--- src/hw/scd_params.svh ---
// constants of the synchronous clock divider
`ifndef SCD_PARAMS_SVH
`define SCD_PARAMS_SVH

// number of divider stages: divide by two, four and eight
`define SCD_STAGES 3
// reset value of the divider count, all true outputs low
`define SCD_CNT_RST 3'h0
// reset value of a single stage
`define SCD_BIT_RST 1'b0
// reset value of the falling-edge freeze flag
`define SCD_HOLD_RST 1'b0

`endif

--- src/hw/scd_pkg.sv ---
// types of the synchronous clock divider
package scd_pkg;

   // recovery from master reset, one-hot
   typedef enum logic [1:0] {
      SCD_RCV_RESET = 2'h1,
      SCD_RCV_RUN = 2'h2
   } scd_rcv_e;

endpackage

--- src/hw/scd_stage_if.sv ---
// carrier between the divider control and one toggle stage
`timescale 1ns/1ns
`default_nettype none

interface scd_stage_if;
   logic advance;
   logic carry_in;
   logic q;
   logic q_n;

   modport stage
   (
      input advance,
      input carry_in,
      output q,
      output q_n
   );

   modport ctrl
   (
      output advance,
      output carry_in,
      input q,
      input q_n
   );
endinterface

`default_nettype wire

--- src/hw/scd_stage.sv ---
// one synchronous toggle stage with true and complement outputs
`timescale 1ns/1ns
`default_nettype none
`include "scd_params.svh"

module scd_stage
(
   input wire logic clk,
   input wire logic rst,
   scd_stage_if.stage sif
);

   logic q_reg;
   logic q_next;

   // toggle when the chain advances and all lower stages are high
   always_comb
   begin
      q_next = q_reg ^ (sif.advance & sif.carry_in);
   end

   // true level, cleared by master reset
   always_ff @(posedge clk or posedge rst)
   begin
      if (rst)
      begin
         q_reg <= `SCD_BIT_RST;
      end
      else
      begin
         q_reg <= q_next;
      end
   end

   // complement from its own flop, high during reset
   always_ff @(posedge clk or posedge rst)
   begin
      if (rst)
      begin
         sif.q_n <= ~`SCD_BIT_RST;
      end
      else
      begin
         sif.q_n <= ~q_next;
      end
   end

   assign sif.q = q_reg;

endmodule

`default_nettype wire

--- src/hw/scd_divider.sv ---
// synchronous divide by two, four and eight with freeze and master reset
// Function
// - reset released clock high: step on second rise
// - reset released clock low: step on third rise
// - enable high freezes at next falling edge
// - frozen stages hold, outputs keep levels
// - enable low unfreezes at falling edge, phase kept
// - three synchronous outputs: half, quarter, eighth rate
// - master reset clears all stages, clock independent
// - stages start random; pulse reset before use
// - low enable and reset mean run
`timescale 1ns/1ns
`default_nettype none
`include "scd_params.svh"

module scd_divider
#(
   parameter int STAGES = `SCD_STAGES
)
(
   input wire logic clk,
   input wire logic rst,
   input wire logic enable_n,
   output logic half_rate_out,
   output logic half_rate_out_n,
   output logic quarter_rate_out,
   output logic quarter_rate_out_n,
   output logic eighth_rate_out,
   output logic eighth_rate_out_n
);

   // ****************************************************************
   // reset recovery and freeze control
   // ****************************************************************

   logic release_seen_reg;
   logic hold_reg;
   scd_pkg::scd_rcv_e rcv_reg;
   scd_pkg::scd_rcv_e rcv_next;
   logic advance;
   logic [STAGES-1:0] count_w;
   logic [STAGES-1:0] count_n_w;

   // falling edge marks the reset release as seen
   always_ff @(negedge clk or posedge rst)
   begin
      if (rst)
      begin
         release_seen_reg <= 1'b0;
      end
      else
      begin
         release_seen_reg <= 1'b1;
      end
   end

   // freeze flag taken only on falling edges, so no runt advance
   always_ff @(negedge clk or posedge rst)
   begin
      if (rst)
      begin
         hold_reg <= `SCD_HOLD_RST;
      end
      else
      begin
         hold_reg <= enable_n;
      end
   end

   // rising edge after the seen release arms the chain
   always_comb
   begin
      rcv_next = rcv_reg;
      unique case (rcv_reg)
         scd_pkg::SCD_RCV_RESET:
         begin
            if (release_seen_reg)
            begin
               rcv_next = scd_pkg::SCD_RCV_RUN;
            end
         end
         scd_pkg::SCD_RCV_RUN:
         begin
            rcv_next = scd_pkg::SCD_RCV_RUN;
         end
         default:
         begin
            rcv_next = scd_pkg::SCD_RCV_RESET;
         end
      endcase
   end

   // recovery state register
   always_ff @(posedge clk or posedge rst)
   begin
      if (rst)
      begin
         rcv_reg <= scd_pkg::SCD_RCV_RESET;
      end
      else
      begin
         rcv_reg <= rcv_next;
      end
   end

   // a low enable with reset gone lets the chain count
   assign advance = (rcv_reg == scd_pkg::SCD_RCV_RUN) && !hold_reg;

   // ****************************************************************
   // divider stages
   // ****************************************************************

   genvar gi;
   generate
      for (gi = 0; gi < STAGES; gi++)
      begin : g_stage
         scd_stage_if sif ();
         assign sif.advance = advance;
         // ripple carry of a synchronous counter keeps common edges aligned
         if (gi == 0)
         begin : g_lsb
            assign sif.carry_in = 1'b1;
         end
         else
         begin : g_upper
            assign sif.carry_in = &count_w[gi-1:0];
         end
         assign count_w[gi] = sif.q;
         assign count_n_w[gi] = sif.q_n;
         scd_stage u_stage
         (
            .clk(clk),
            .rst(rst),
            .sif(sif)
         );
      end
   endgenerate

   // outputs straight from the stage flops
   assign half_rate_out = count_w[0];
   assign half_rate_out_n = count_n_w[0];
   assign quarter_rate_out = count_w[1];
   assign quarter_rate_out_n = count_n_w[1];
   assign eighth_rate_out = count_w[STAGES-1];
   assign eighth_rate_out_n = count_n_w[STAGES-1];
endmodule

`default_nettype wire

--- config.mk ---
export PLATFORM = sky130hd
export DESIGN_NAME = scd_divider
export DESIGN_NICKNAME = d
export VERILOG_FILES = /design/src/hw/scd_pkg.sv /design/src/hw/scd_stage_if.sv /design/src/hw/scd_stage.sv /design/src/hw/scd_divider.sv
export VERILOG_INCLUDE_DIRS = /design/src /design/src/hw
export SDC_FILE = /design/constraint.sdc
export NUM_CORES = 1
export LEC_CHECK = 0
export BUFFER_PORTS_ARGS = -buffer_cell sky130_fd_sc_hd__buf_2
export CORE_AREA = 2 2 39 41
export CTS_CLUSTER_SIZE = 20
export DETAILED_ROUTE_END_ITERATION = 6
export DIE_AREA = 0 0 41 43
export GPL_ROUTABILITY_DRIVEN = 1
export HOLD_SLACK_MARGIN = 0.06
export PLACE_DENSITY = 0.5
export SETUP_SLACK_MARGIN = 0.5
export SKIP_CTS_REPAIR_TIMING = 1
export SYNTH_ARGS = -nofsm -noshare
export SYNTH_HDL_FRONTEND = slang
export SYNTH_SLANG_ARGS = --single-unit
--- constraint.sdc ---
create_clock -name clk -period 1.9 [get_ports clk]
set_input_delay 0.285 -clock clk [delete_from_list [all_inputs] [get_ports clk]]
set_output_delay 0.285 -clock clk [all_outputs]
set_load 0.005 [all_outputs]
==> qor.csv, run 1 <==
metric,value,unit
status,"finished, violations left",
violations,setup timing,
synthTopCellsByArea,"dfstp_2 26%, dfrtp_1 25%, dfrtn_1 12%",
drive_gt1_share,50.0,%
avgSynthCellArea,14.5,sq um
placed_cell_area,483,sq um
path_delay_family,flip-flops,
netlist-cell-type-count,13,
ys_warn_count,0,
hold_class,in -> async,
crit_buf_inv,1,
antenna_found_initial,0,
synth_top_flop_cell,dfstp_2,
drc,0,
rsz0062_at_grt,true,
num-nets-final,49,
yosys.area.top_type,dfstp_2,
yosysMostFrequentCell,inv_1,
layout.cells.non_filler,58,
cpPeakStageDelay,0.39,ns
dr.pass1.iters,1,
numPortBuffers,8,
cp-start-kind,register,
cts_root_buf,clkbuf_4,
grt_use_total,9.31,%
die_y,43,um
worst_skew_pair.late_latency,0.26,ns
grt_start_max_net_pins,11,
syn-num-nets,34,
pwr_density_cell,1680,nW/um^2
crit_slowest_cell,dfrtn_1,
gp_congestion,0.632,
ys_ff_latch,10,
worstPathMaxFanout,2,
design_area,529,sq um
num_vias,239,
synth_cells,28,
io_pins,9,
placed_cells,53,
ir_drop,0.528,mV
total_power,887,uW
crit_type,reg -> reg,
cts_max_path_buffers,2,
slew_viol_final,0,
multi_input_area,141,sq um
ys_async_sr_fraction,100,%
start_util,29.3,%
rr_worst_depth,4,
cp.depth,4,
timing.final.ws_setup,-0.137,ns
endpoint_kind,register,
dieArea,1760,sq um
numCtsBuffers,3,
grt_first_pass_wirelength,1.03,mm
crit_required,2.05,ns
cts_tree,yes,
core_area,1380,sq um
rows,14,
p_leak,0.276,nW
globalRouteOverflowTotal,0,
vias_per_cell,4.12,
synth_edf_count,0,
drt-initial-drc-count,0,
fin_skew,0.00918,ns
ant_nets,0,
wl_per_cell,10.5,um
cts_max_level,1,
grt_pass1_vias,269,
setup_violations,4,
synth-seq-area-share,63.0,%
yosys.area.top_type_share,25.9,%
hold_violations,0,
netlist_top_cells_count,"5 x inv_1, 4 x dfrtp_1, 4 x dfstp_2",
crit_chain,and2b_1 > ha_2 > xnor2_2 > inv_1,
fin_setup_tns,-0.251,ns
routed_wl,607,um
clkSinkCount,10,
area_growth,30.6,%
nFillCells,143,
dpl_worst_slack,-0.140,ns
netlist_area,405,sq um
regArea,255,sq um
diodes,0,
max_cap_viol_count,0,
cp_data_arrival_time,2.19,ns
die_w,41,um
clk_pin_slew_worst_paths,0.07,ns
[worst reg2reg max path: cells and delay by family, from the launching register on]
| kind | cells | cell delay (ns) |
|---|---|---|
| buffers and inverters | 1 | 0.05 |
| and+or+nand+nor | 1 | 0.19 |
| DFF | 1 | 0.39 |
| xor gates and xnor gates | 1 | 0.15 |
| adders and majority gates | 1 | 0.18 |
[cells by family after synthesis]
family        Yosys count  share of synthesized area, %
other cells             1                         0.925
fa+ha+maj               3                          9.26
xor+xnor                4                          8.64
flops                  10                          63.0
simple gates            3                          7.41
buf+inv                 5                          4.63
mux                     2                          6.17
[area by class of cell]
cell class | instances | share of cell area [%]
Clock buffer | 4 | 6.86
Inverter | 5 | 3.55
Multi-Input combinational cell | 13 | 26.7
Sequential cell | 10 | 48.2
Tap cell | 16 | 3.78
Timing Repair Buffer | 10 | 10.9
[worst paths after layout]
check	start	to	slack, ns
min in group clk	g_stage[2].u_stage.sif.q	g_stage[2].u_stage.sif.q_n	0.48
worst min-delay path	rst	rcv_reg[0]	0.18
worst max-delay path	hold_reg	g_stage[1].u_stage.sif.q	-0.14
worst min register to register	g_stage[2].u_stage.sif.q	g_stage[2].u_stage.sif.q_n	0.48
worst max register to register	hold_reg	g_stage[1].u_stage.sif.q	-0.14
max in group asynchronous	rst	release_seen_reg	0.90
[stage by stage]
stage | util [%] | hold slack [ns]
2_1_floorplan | - | 0.122
3_3_place_gp | 34.9 | 0.270
6_report | 38.2 | 0.177
3_5_place_dp | 34.9 | 0.276
5_1_grt | 38.2 | 0.212
4_1_cts | 37.5 | -0.0116
[placed cells by master (no fill, tap or decap), drive strengths merged]
master,count
nand2b,1
nand4b,1
mux2,1
dfrtp,4
clkbuf,4
conb,1
dfstp,4
dfrtn,2
buf,9
xor2,2
mux2i,1
dlygate4sd3,1
xnor2,2
inv,5
and2b,1
ha,3
[report_power, final]
part / switching [mW] / internal [mW]
Clock: 0.0726 / 0.116
Sequential: 0.0610 / 0.338
Combinational: 0.125 / 0.174
Total: 0.259 / 0.628
[routing by layer]
metal	GRT usage (%)	share of wire (%)	vias up	wire [um]
met5	0	0	-	0
met3	3.14	6.1	0	37
met2	14.1	56	7	338
li1	-	-	114	-
met1	9.57	38	118	231
met4	8.00	0	0	0
(Power assumes the default switching activity.)
==> run 2: changes to the inputs <==
Settings changed: PLACE_DENSITY 0.5 to 0.52, SYNTH_HIERARCHICAL from default to 1.
==> run 2 against run 1 <==
Effect of this change: the run now ends clean; utilization is 0.27 points higher; combinational power is 3% higher; register-to-register slack gained 0.21 ns; sequential cell count unchanged; critical path type unchanged; via count up 2.5%; first-iteration DRC count is the same; largest power group unchanged; power decreased by 3.8%; clock-buffer cell count decreased by 1; largest cell class unchanged.
==> qor.csv, run 2 <==
metric,value,unit
num_vias,245,
cts_tree,yes,
crit_type,reg -> reg,
pwr-share-comb,36.2,%
multi_input_area,163,sq um
globalRouteOverflowTotal,0,
die_w,41,um
netlist_top_cells_count,"6 x inv_1, 4 x dfrtp_1, 4 x dfstp_2",
cts_max_path_buffers,2,
gp_congestion,0.654,
netlist_area,429,sq um
yosys.area.top_type_share,24.5,%
hold_slack,0.475,ns
ys_async_sr_fraction,100,%
yosysMostFrequentCell,inv_1,
p_leak,0.270,nW
r2r_setup_slack,0.07,ns
pwr_density_cell,1600,nW/um^2
cpPeakStageDelay,0.38,ns
synth_edf_count,0,
diodes,0,
min_from,g_stage[2].u_stage/sif.q,
mostFrequentLayoutCell,buf_2,
ant_nets,0,
wl_per_cell,10.1,um
crit_slowest_cell,dfrtn_1,
rows,14,
grt_first_pass_wirelength,1.10,mm
status,completed,
numCtsBuffers,3,
switching_share,31.3,%
drt-initial-drc-count,0,
met1_usage,10.6,%
r2r_end,rcv_reg[0],
nFillCells,145,
max_cap_viol_count,0,
numPortBuffers,8,
grt_util_met2,15.0,%
internal-power,586,uW
worst_skew_pair.late_latency,0.27,ns
clkSinkCount,10,
area_growth,24.2,%
regArea,255,sq um
worstPathMaxFanout,2,
switchingPower,267,uW
grtUsageMet3,4.71,%
dieArea,1760,sq um
seq_power_share,47.2,%
grt_start_max_net_pins,6,
rsz0062_at_grt,true,
antenna_found_initial,0,
grt_use_total,10.2,%
clk_pin_slew_worst_paths,0.06,ns
vias_per_cell,3.95,
fin_setup_tns,0,ns
drive_gt1_share,45.7,%
top_usage_layer,met2,
hold_class,reg -> reg,
crit_required,2.09,ns
endpoint_kind,register,
cp-start-kind,register,
num-nets-final,53,
r2r-start,release_seen_reg,
avgSynthCellArea,13.0,sq um
start_util,31.0,%
die_y,43,um
ir_drop,0.513,mV
dr.pass1.iters,1,
io_pins,9,
synthTopCellsByArea,"dfstp_2 24%, dfrtp_1 23%, dfrtn_1 12%",
synth_cells,33,
synth-seq-area-share,59.5,%
crit_chain,nand2b_4 > mux2_4,
cts_root_buf,clkbuf_4,
power.share.clock,16.6,%
hold_violations,0,
hpwlAfterDp,507,um
drc,0,
cp_data_arrival_time,2.01,ns
grt_pass1_vias,270,
setup_violations,0,
ys_warn_count,6,
min_path_cells,1,
layout_common_cells,"8 x buf_2, 6 x inv_1, 4 x dfrtp_1, 4 x dfstp_2",
routed_wl,629,um
synth_top_flop_cell,dfstp_2,
slew_viol_final,0,
core_area,1380,sq um
yosys.area.top_type,dfstp_2,
ys_ff_latch,10,
fin_skew,0.0126,ns
rr_worst_depth,2,
whs_endpoint,g_stage[2].u_stage/sif.q_n,
netlist-cell-type-count,14,
cts_max_level,1,
## run 2: cell types whose count changed after synthesis
cell	delta
and2_1	+1
and2b_1	-1
ha_1	-1
inv_1	+1
nand2_2	+3
nand4b_1	-1
nor2b_1	+1
xnor2_1	+1
xor2_1	+1
## run 2: critical path, delay by kind of cell (launching register included)
kind	cells	cell delay (ns)
multiplexers	1	0.29
AND/OR/NAND/NOR	1	0.12
flip-flops	1	0.38
## run 2: per-layer routing
metal / vias to the layer above / routed length (um) / share of wire (%)
met2: 6 / 343 / 55
li1: 121 / - / -
met3: 2 / 25 / 4.0
met4: 0 / 24 / 3.8
met1: 116 / 236 / 38
met5: - / 0 / 0
## run 2: cells by family after synthesis
logic type,synth area share (%)
mux,5.83
flops,59.5
fa+ha+maj,5.83
buf+inv,5.25
other cells,0.874
xor+xnor,12.2
simple gates,10.5
## run 2: through the flow
stage	setup WS (ns)	util (%)	power, mW	instance area, sq um	instances
finish	0.0747	38.5	0.853	533	62
global route	0.0542	38.5	0.923	533	62
CTS	0.0542	37.4	0.865	518	61
detailed placement	0.0714	35.8	0.716	495	58
global placement	0.0925	35.8	0.687	495	58
floorplan	0.0990	-	0.602	435	34
## run 2: power by group through the flow
stage               Sequential [mW]  Clock (mW)  Combinational [mW]
CTS                           0.405       0.151               0.310
global route                  0.422       0.158               0.344
detailed placement            0.408           0               0.307
global placement              0.400           0               0.287
floorplan                     0.408           0               0.194
finish                        0.403       0.141               0.309
## run 2: how the worst max path moves through the flow
stage	startpoint	to	slack (ns)	cells after the start
final	release_seen_reg	rcv_reg[0]	0.07	2
after CTS	hold_reg	g_stage[0].u_stage/sif.q	0.05	3
after floorplan	release_seen_reg	rcv_reg[0]	0.1	2
after detailed placement	hold_reg	g_stage[0].u_stage/sif.q	0.07	3
after global placement	release_seen_reg	rcv_reg[0]	0.09	2
after global routing	hold_reg	g_stage[2].u_stage/sif.q	0.05	3
## run 2: layout make-up
type | count | share of cell area [%]
clock buffers | 3 | 4.23
flip-flops and latches | 10 | 47.9
inverters | 6 | 4.23
multi-input cells | 18 | 30.5
repair buffers | 9 | 9.39
well taps | 16 | 3.76
